[src/ssw_pkg.sv]
// constants and types for the supply supervisor with watchdog
// assumes a single 100 MHz clock; all intervals derive from it
package ssw_pkg;

   // ----------------------------------------
   // clock and time base
   // ----------------------------------------
   localparam int CLK_HZ = 100_000_000;
   localparam int TICK_US = 1000;                                  // prescaler tick period in us
   localparam int TICK_CYCLES = CLK_HZ / 1_000_000 * TICK_US;      // cycles per 1 ms tick

   // ----------------------------------------
   // documented durations
   // ----------------------------------------
   localparam int RESET_PULSE_MS = 200;
   localparam int WDOG_TIMEOUT_MS = 1600;                          // 1.60 s
   localparam int RESET_PULSE_TICKS = RESET_PULSE_MS * 1000 / TICK_US;
   localparam int WDOG_TIMEOUT_TICKS = WDOG_TIMEOUT_MS * 1000 / TICK_US;

   // ----------------------------------------
   // kick line decoding
   // ----------------------------------------
   localparam int FLOAT_HOLD_CYCLES = 4;                           // samples needed to call a line floating

   typedef enum logic [1:0] {
      SSW_KICK_LOW,
      SSW_KICK_HIGH,
      SSW_KICK_FLOAT
   } ssw_kick_t;

   typedef enum logic [1:0] {
      SSW_RST_HOLD,
      SSW_RST_STRETCH,
      SSW_RST_IDLE
   } ssw_rst_state_t;

   // ----------------------------------------
   // reset values
   // ----------------------------------------
   localparam logic RESET_N_INIT = 1'b0;
   localparam logic WDOG_N_INIT = 1'b0;
   localparam logic PFAIL_N_INIT = 1'b0;

endpackage

[src/ssw_sync.sv]
// two-flop synchroniser for a bank of asynchronous inputs
// assumes the inputs are pins outside the clk domain
`timescale 1ns/100ps
module ssw_sync #(
   parameter int WIDTH = 1
) (
   // clock and reset
   input wire logic clk,
   input wire logic reset_n,
   // asynchronous side
   input wire logic [WIDTH-1:0] async_in,
   input wire logic [WIDTH-1:0] init_val,
   // synchronous side
   output logic [WIDTH-1:0] sync_out
);

   logic [WIDTH-1:0] meta_ff;

   // ----------------------------------------
   // two stages; only the second stage is read outside
   // ----------------------------------------
   // reset loads each bit's idle level so no false event follows reset
   always_ff @(posedge clk)
   begin
      if (!reset_n)
      begin
         meta_ff <= init_val;
         sync_out <= init_val;
      end
      else
      begin
         meta_ff <= async_in;
         sync_out <= meta_ff;
      end
   end

endmodule

[src/ssw_top.sv]
// supply supervisor with watchdog: reset stretcher, manual reset,
// watchdog timer with three-level kick input, power-fail flag gate
// assumes analog comparators outside deliver digital levels and that the
// kick pad reports high, low and a float detect (pull-dither probe)
`timescale 1ns/100ps
module ssw_top
   import ssw_pkg::*;
#(
   parameter int TICK_CYCLES_P = ssw_pkg::TICK_CYCLES,
   parameter int RESET_TICKS_P = ssw_pkg::RESET_PULSE_TICKS,
   parameter int WDOG_TICKS_P = ssw_pkg::WDOG_TIMEOUT_TICKS
) (
   // clock and reset
   input wire logic clk,
   input wire logic reset_n,
   // supervised inputs, asynchronous
   input wire logic supply_low_in,
   input wire logic power_fail_sense_in,
   input wire logic manual_reset_n_in,
   input wire logic watchdog_kick_in,
   input wire logic watchdog_kick_float_in,
   // outputs to the host
   output logic sys_reset_n,
   output logic sys_reset,
   output logic watchdog_expired_n,
   output logic power_fail_flag_n,
   output ssw_kick_t kick_state
);

   // ----------------------------------------
   // elaboration checks
   // ----------------------------------------
   localparam int PW = $clog2(TICK_CYCLES_P + 1);
   localparam int RW = $clog2(RESET_TICKS_P + 1);
   localparam int WW = $clog2(WDOG_TICKS_P + 1);

   initial
   begin
      if (TICK_CYCLES_P < 1 || RESET_TICKS_P < 1 || WDOG_TICKS_P < 2)
      begin
         $error("ssw_top: timing parameters out of range");
      end
   end

   // ----------------------------------------
   // input synchronisers
   // ----------------------------------------
   logic [4:0] raw_in;
   logic [4:0] sync_in;
   logic supply_low_s;
   logic pfail_s;
   logic mr_n_s;
   logic kick_s;
   logic kick_float_s;

   assign raw_in = {supply_low_in, power_fail_sense_in, manual_reset_n_in,
                    watchdog_kick_in, watchdog_kick_float_in};

   ssw_sync #(
      .WIDTH(5)
   ) u_sync (
      .clk(clk),
      .reset_n(reset_n),
      .async_in(raw_in),
      .init_val(5'h04), // manual reset idles high
      .sync_out(sync_in)
   );

   assign supply_low_s = sync_in[4];
   assign pfail_s = sync_in[3];
   assign mr_n_s = sync_in[2];
   assign kick_s = sync_in[1];
   assign kick_float_s = sync_in[0];

   // ----------------------------------------
   // shared prescaler: one-cycle tick per TICK_CYCLES_P clocks
   // ----------------------------------------
   logic [PW-1:0] presc_ff;
   logic tick_ff;

   // free-running so both timers share one time base
   always_ff @(posedge clk)
   begin
      if (!reset_n)
      begin
         presc_ff <= '0;
         tick_ff <= 1'b0;
      end
      else if (presc_ff == PW'(TICK_CYCLES_P - 1))
      begin
         presc_ff <= '0;
         tick_ff <= 1'b1;
      end
      else
      begin
         presc_ff <= presc_ff + PW'(1);
         tick_ff <= 1'b0;
      end
   end

   // ----------------------------------------
   // reset stretcher
   // ----------------------------------------
   ssw_rst_state_t rst_state_ff;
   logic [RW-1:0] rst_cnt_ff;
   logic trigger;

   // both sources are level triggers; holding either keeps reset low
   assign trigger = supply_low_s | ~mr_n_s;

   // a manual input that bounces while stretching returns to hold and
   // restarts the 200 ms count, so bounces merge into one pulse
   always_ff @(posedge clk)
   begin
      if (!reset_n)
      begin
         rst_state_ff <= SSW_RST_HOLD;
         rst_cnt_ff <= '0;
      end
      else
      begin
         case (rst_state_ff)
            SSW_RST_HOLD:
            begin
               rst_cnt_ff <= '0;
               if (!trigger)
               begin
                  rst_state_ff <= SSW_RST_STRETCH;
               end
            end
            SSW_RST_STRETCH:
            begin
               if (trigger)
               begin
                  rst_state_ff <= SSW_RST_HOLD;
               end
               else if (tick_ff)
               begin
                  if (rst_cnt_ff == RW'(RESET_TICKS_P - 1))
                  begin
                     rst_state_ff <= SSW_RST_IDLE;
                  end
                  else
                  begin
                     rst_cnt_ff <= rst_cnt_ff + RW'(1);
                  end
               end
            end
            SSW_RST_IDLE:
            begin
               if (trigger)
               begin
                  rst_state_ff <= SSW_RST_HOLD;
               end
            end
            default:
            begin
               rst_state_ff <= SSW_RST_HOLD;
            end
         endcase
      end
   end

   // outputs registered; high form is the same flop data inverted
   always_ff @(posedge clk)
   begin
      if (!reset_n)
      begin
         sys_reset_n <= RESET_N_INIT;
         sys_reset <= ~RESET_N_INIT;
      end
      else
      begin
         sys_reset_n <= (rst_state_ff == SSW_RST_IDLE) && !trigger;
         sys_reset <= !((rst_state_ff == SSW_RST_IDLE) && !trigger);
      end
   end

   // ----------------------------------------
   // kick line decoding
   // ----------------------------------------
   logic [2:0] float_cnt_ff;
   logic kick_prev_ff;
   logic kick_edge;

   // the float probe must persist a few samples so a driven edge with a
   // brief probe glitch does not disable the watchdog
   always_ff @(posedge clk)
   begin
      if (!reset_n)
      begin
         float_cnt_ff <= '0;
         kick_state <= SSW_KICK_FLOAT;
      end
      else
      begin
         if (!kick_float_s)
         begin
            float_cnt_ff <= '0;
            kick_state <= kick_s ? SSW_KICK_HIGH : SSW_KICK_LOW;
         end
         else if (float_cnt_ff == 3'(FLOAT_HOLD_CYCLES - 1))
         begin
            kick_state <= SSW_KICK_FLOAT;
         end
         else
         begin
            float_cnt_ff <= float_cnt_ff + 3'h1;
         end
      end
   end

   always_ff @(posedge clk)
   begin
      if (!reset_n)
      begin
         kick_prev_ff <= 1'b0;
      end
      else
      begin
         kick_prev_ff <= kick_s;
      end
   end

   // only edges while actively driven count as kicks
   assign kick_edge = (kick_s != kick_prev_ff) && !kick_float_s;

   // ----------------------------------------
   // watchdog timer
   // ----------------------------------------
   logic [WW-1:0] wd_cnt_ff;
   logic wd_expired_ff;
   logic wd_clear;

   // reset low clears and holds the count, so timing starts at release
   assign wd_clear = kick_edge || !sys_reset_n;

   always_ff @(posedge clk)
   begin
      if (!reset_n)
      begin
         wd_cnt_ff <= '0;
         wd_expired_ff <= 1'b0;
      end
      else if (wd_clear)
      begin
         wd_cnt_ff <= '0;
         wd_expired_ff <= 1'b0;
      end
      else if (kick_state == SSW_KICK_FLOAT)
      begin
         wd_cnt_ff <= '0;
      end
      else if (tick_ff && !wd_expired_ff)
      begin
         if (wd_cnt_ff == WW'(WDOG_TICKS_P - 1))
         begin
            wd_expired_ff <= 1'b1;
         end
         else
         begin
            wd_cnt_ff <= wd_cnt_ff + WW'(1);
         end
      end
   end

   // expiry drives only this line; reset comes back only via external wiring
   always_ff @(posedge clk)
   begin
      if (!reset_n)
      begin
         watchdog_expired_n <= WDOG_N_INIT;
      end
      else
      begin
         watchdog_expired_n <= !(wd_expired_ff || supply_low_s);
      end
   end

   // ----------------------------------------
   // power-fail flag
   // ----------------------------------------
   always_ff @(posedge clk)
   begin
      if (!reset_n)
      begin
         power_fail_flag_n <= PFAIL_N_INIT;
      end
      else
      begin
         power_fail_flag_n <= pfail_s;
      end
   end

endmodule

[config.mk]
export PLATFORM = sky130hd
export DESIGN_NAME = ssw_top
export DESIGN_NICKNAME = d
export VERILOG_FILES = /design/src/ssw_pkg.sv /design/src/ssw_sync.sv /design/src/ssw_top.sv
export SDC_FILE = /design/constraint.sdc
export NUM_CORES = 1
export LEC_CHECK = 0
export BUFFER_PORTS_ARGS = -buffer_cell sky130_fd_sc_hd__buf_2
export CAP_MARGIN = 20
export CORE_UTILIZATION = 45
export CTS_CLUSTER_SIZE = 40
export DETAILED_ROUTE_END_ITERATION = 10
export GPL_ROUTABILITY_DRIVEN = 0
export GPL_TIMING_DRIVEN = 0
export SYNTH_ARGS = -nofsm -noshare
export SYNTH_HDL_FRONTEND = slang
export SYNTH_SLANG_ARGS = --single-unit
[constraint.sdc]
create_clock -name clk -period 4.6 [get_ports clk]
set_input_delay 0.23 -clock clk [delete_from_list [all_inputs] [get_ports clk]]
set_output_delay 0.23 -clock clk [all_outputs]
set_load 0.01 [all_outputs]
== Word level (Yosys, flattened, before mapping) ==
Index checks and enable logic that the tools add are counted.

* Output and inout port bits: 6
* Logic and storage cells: 75
* Register bits after elaboration: 60
* Input port bits: 7

* Eq/ne operators: 16
* Bitwise logic cells: 5
* Add/subtract/negate cells: 4
* Reductions and logical operators: 21
* Multiplexer cells: 14

{| class="wikitable"
|+ Operator list
! kind !! count
|-
| 8-bit two-way mux || 3
|-
| 17-bit by 1-bit adder with 17-bit output, second input constant || 1
|-
| 17-bit equality test, second input constant || 1
|-
| 8-bit case mux with 2 select lines || 1
|-
| 2-bit two-way mux || 7
|-
| 2-bit inequality test, second input constant || 6
|-
| 11-bit by 1-bit adder with 11-bit output, second input constant || 1
|-
| 11-bit equality test, second input constant || 1
|-
| 8-bit by 1-bit adder with 8-bit output, second input constant || 1
|-
| 8-bit equality test, second input constant || 1
|-
| 4-bit AND reduction || 2
|-
| 1-bit logical NOT || 6
|-
| 3-bit inequality test, second input constant || 2
|-
| 2-bit case mux with 3 select lines || 1
|-
| 2-bit equality test, second input constant || 2
|-
| 1-bit inverter || 4
|-
| 2-bit AND reduction || 2
|-
| 2-bit OR reduction || 2
|-
| 3-bit by 1-bit adder with 3-bit output, second input constant || 1
|-
| 3-bit by 2-bit equality test with 1-bit output, second input constant || 1
|-
| 1-bit logical AND || 3
|-
| 3-bit AND reduction || 1
|-
| 3-bit OR reduction || 1
|-
| 2-bit by 1-bit equality test with 1-bit output, second input constant || 1
|-
| other kinds (6) || 8
|}

== Logic depth before layout (Yosys ltp) ==
* Depth in word-level cells: 5
* Gate-level depth with buffers: 6
* Depth with buffers taken out: 5

== Modules after synthesis ==
Synthesis repeated with hierarchy kept, for this count alone.

* Cell total of the unflattened synthesis: 267
* Area total of the unflattened synthesis: 2,597.5 um^2

{| class="wikitable"
|+ By module, submodules not included
! module !! instances !! seq. area each (um^2) !! cells an instance !! area an instance (um^2)
|-
| ssw_top || 1 || 1,001.0 || 246 || 2,235.9
|-
| ssw_sync || 1 || 200.2 || 21 || 361.6
|}

== Worst setup path before layout ==
No wires, ideal clock.

* Path type: register to register
* From: register wd_cnt_ff[0]
* To: register wd_cnt_ff[1]
* Arrival: 1.454 ns
* Period minus slack after synthesis: 1.578 ns
* Path slack: 3.022 ns
* Data required time: 4.476 ns
* Setup time: 0.124 ns
* Path buffers: 1
* Cell stages (with the launch flop): 7
* Cells stage by stage: dfxtp_1 -> ha_1 -> nand4b_1 -> o311ai_4 -> buf_6 -> mux2i_1 -> nor2_1

* Word-level cells in the longest chain between the ends: 3
* Elaborated cells between the ends (all ways): 4
* Classes of those cells: add/sub (1); eq/ne (1); bitwise (1); reduce/logical (1)

{| class="wikitable"
|+ RTL lines
! element !! RTL line !! RTL
|-
| start, declared || ssw_top.sv:231 || <nowiki>logic [WW-1:0] wd_cnt_ff;</nowiki>
|-
| start signal, assigned || ssw_top.sv:262 || <nowiki>wd_cnt_ff <= wd_cnt_ff + WW'(1);</nowiki>
|-
| parallel branches: the longest is 3 deep, another holds 11-bit by 1-bit adder with 11-bit output || n/a ||
|}

Parallel ways; which one is timed is not known.
A chain may end at the register's enable or synchronous reset.

== Worst setup path in the final report ==
* From: register presc_ff[0]
* To: register presc_ff[13]

* Word-level cells in the longest chain between the ends: 2
* Elaborated cells between the ends (all ways): 3
* Classes of those cells: add/sub (1); eq/ne (1); reduce/logical (1)

{| class="wikitable"
|+ RTL lines
! element !! RTL line !! RTL
|-
| start, declared || ssw_top.sv:78 || <nowiki>logic [PW-1:0] presc_ff;</nowiki>
|-
| start signal, assigned || ssw_top.sv:96 || <nowiki>presc_ff <= presc_ff + PW'(1);</nowiki>
|-
| parallel branches: the longest is 2 deep, another holds 17-bit by 1-bit adder with 17-bit output || n/a ||
|}

Parallel ways; which one is timed is not known.

==> impl_results.md <==
* Status: finished clean
* Area grow syn2layout at 13.92%
* HP Class: in2reg
* Initial antenna violation count at 0
* Clock skew at 0.009903 ns
* Relative slew slack at 0.6171
* Final Core Density at 0.5475
* Peak VDD IR at 0.0002121 V
* Placed cell area at 0.002665 mm^2
* CTS buffer count at 9
* Setup Viol. Count Final at 0
* Most frequent cells in the layout: dfxtp_1 (60), nor2_1 (29), nand3_1 (17)
* IO Port Bufs at 12
* Post-Syn Area per Cell at 9.393 um^2
* CTS resizes at 0
* Type of the worst setup path: reg2reg
* Minimum clock period at 1.855 ns
* Final period util at 0.4032
* Die width at 76.80 um
* Dpl hpwl at 3.169 mm
* Netlist cell types at 42
* Worst reg-to-reg setup slack at 2.75 ns
* Initial Util at 0.4806
* DRT iter0 DRCs at 112
* DRT antenna net count at 0
* Iteration count of the initial detailed-routing pass at 4
* Crit path largest cell delay at 0.38 ns
* First-pass GRT wire length at 7.893 mm
* Vias in the first global route at 1810
* Layout cells sized above 1 at 0.1284
* Max frequency at 539.1 MHz
* Max Transition Viols Final at 0
* Required time worst endpoint at 4.80 ns
* DRC viols at 0
* DP Worst Slack at 2.694 ns
* Number of instances in the placed design at 350
* Startpoint type of the worst setup path: flip-flop
* Hold Buf Count CTS at 0
* Critical path fanouts, max at 10
* Worst Hold Slack at 0.08808 ns
* Commonest non-fill, non-tap cell in the layout: dfxtp_1
* Post-CTS Setup Bufs at 0
* Via count at 1934
* RSZ-0062 raised after global routing: no
* Final worst setup slack at 2.745 ns
* Finished Cell Area at 0.002868 mm^2
* Syn Inst Count at 268
* Final WL at 4.593 mm
* GRT Total Usage at 0.1729
* Power per cell area at 360.8 mW/mm^2
* Nets@finish at 303
* Slew of the pin with the lowest slew margin at 0.5681 ns
* WL/cell at 12.55 um
* Skew-Pair Late Insertion Delay at 0.33 ns
* Routed vias/inst at 5.284
* Static Leak at 0.9991 nW
* Reg clk slew, reported paths at 0.06 ns
* Root Buffer: clkbuf_8
* Setup TNS Final at 0 ns
* Core Area at 0.005238 mm^2
* Antenna fix cells at 0
* Syn_nets at 280
* # IOs at 13
* H-tree depth at 3
* Die area at 0.005897 mm^2
* Nature of the critical path endpoint: flip-flop
* Post-synthesis sequential area ratio at 0.4771
* TritonCTS clock tree: built
* Die H at 76.80 um
* FF+latch count, synth at 60
* Largest net degree at the start of global routing at 11
* CTS Sinks at 60
* Critical Path, Cell by Cell: ha_1, and4_1, nand4_1, nand2_1, clkbuf_1, nor2_1
* Total gr overflow at 0
* Total chip power at 1.035 mW
* CP arrival at 2.06 ns
* Netlist Area Pre-Place at 0.002517 mm^2
* CTS max path bufs at 2
* Final Non-Filler Cells at 366
* Site row count at 26
* Final Hold Vio Count at 0
* Number of max-cap violations at 0
* YS warnings at 0
* Critical Path Slowest Stage Cell: dfxtp_1
## cells by family (layout without fill, tap and decap cells)
group,Yosys count,in the layout,share of synthesized area
and+or+nand+nor,128,128,0.2863
DFF,60,60,0.4771
AOI/OAI and AO/OA,34,34,0.09543
xor gates and xnor gates,22,22,0.07654
buffers and inverters,17,45,0.03181
adders and majority gates,5,5,0.02485
muxes,2,2,0.007953
## cells in the mapped netlist
master    number  area share
o41ai_2        1      0.0065
a221oi_1       2      0.0070
nand3b_1       1      0.0030
a31oi_1        1      0.0025
nor3_1         6       0.012
or4_1          6       0.018
nor4bb_1       1      0.0040
and3_1         3      0.0075
inv_1         11       0.016
or2_2          2      0.0050
a21oi_1       12       0.024
or3b_4         1      0.0045
xnor2_1       10       0.035
clkbuf_2       1      0.0020
nor3b_1        1      0.0030
or3b_2         1      0.0035
o211ai_1       3      0.0089
and4bb_4       1      0.0065
mux2i_1        2      0.0080
nand3_1       17       0.034
o221a_2        1      0.0045
o31ai_1        6       0.018
nor2_1        29       0.043
ha_1           5       0.025
buf_6          2      0.0089
and4b_1        1      0.0040
dfxtp_1       60        0.48
nand4b_1       3       0.010
clkbuf_1       3      0.0045
nor4_1         6       0.015
nand2_1       14       0.021
nand2b_1       2      0.0050
or3_1          5       0.012
o21ai_0        6       0.012
and2_1        10       0.025
and3b_1        1      0.0035
xor2_1        12       0.042
or4b_1         1      0.0040
o21ai_1        1      0.0020
and4_1         3       0.010
o311ai_4       1       0.010
nand4_1       13       0.032
## worst paths after layout
check | from | endpoint | cells past startpoint
min reg2reg | u_sync.meta_ff[2] | u_sync.sync_out[2] | 1
max reg2reg | presc_ff[0] | presc_ff[13] | 6
max | presc_ff[0] | presc_ff[13] | 6
min | manual_reset_n_in | u_sync.meta_ff[2] | 2
## layer usage
| metal | vias up | global-route usage | part of all wire |
|---|---|---|---|
| met4 | 0 | 0.08462 | 0.012 |
| met5 | - | 0 | 0 |
| li1 | 1014 | - | - |
| met3 | 4 | 0.07262 | 0.040 |
| met1 | 887 | 0.1993 | 0.50 |
| met2 | 29 | 0.2741 | 0.45 |
## flip-flops by register name, indices dropped and copies added (netlist names), 2 cells and up
signal and cells:
presc_ff 17, wd_cnt_ff 11, rst_cnt_ff 8, u_sync.meta_ff 5, u_sync.sync_out 5, float_cnt_ff 3, kick_state 2, rst_state_ff 2
## where the power goes
| group | internal (mW) | switching, mW | leakage [nW] |
|---|---|---|---|
| logic | 0.0101 | 0.0137 | 0.409 |
| clock network | 0.278 | 0.198 | 0.102 |
| registers | 0.529 | 0.00615 | 0.487 |
## final cells by class
class	instances	area, um^2
inverters	11	41.29
fillers	481	2370
clock inverters	4	47.55
repair buffers	12	60.06
multi-input cells	191	1236
plain buffers	6	38.79
flip-flops and latches	60	1201
clock buffers	12	155.1
well taps	70	87.58
## worst max-delay path, delay by kind of cell (launching register included)
family / cells / cell delay [ns]
flops: 1 / 0.38
fa+ha+maj: 1 / 0.25
simple gates: 4 / 0.72
buf+inv: 1 / 0.38
Note: power is estimated with default switching activity, not from simulation.
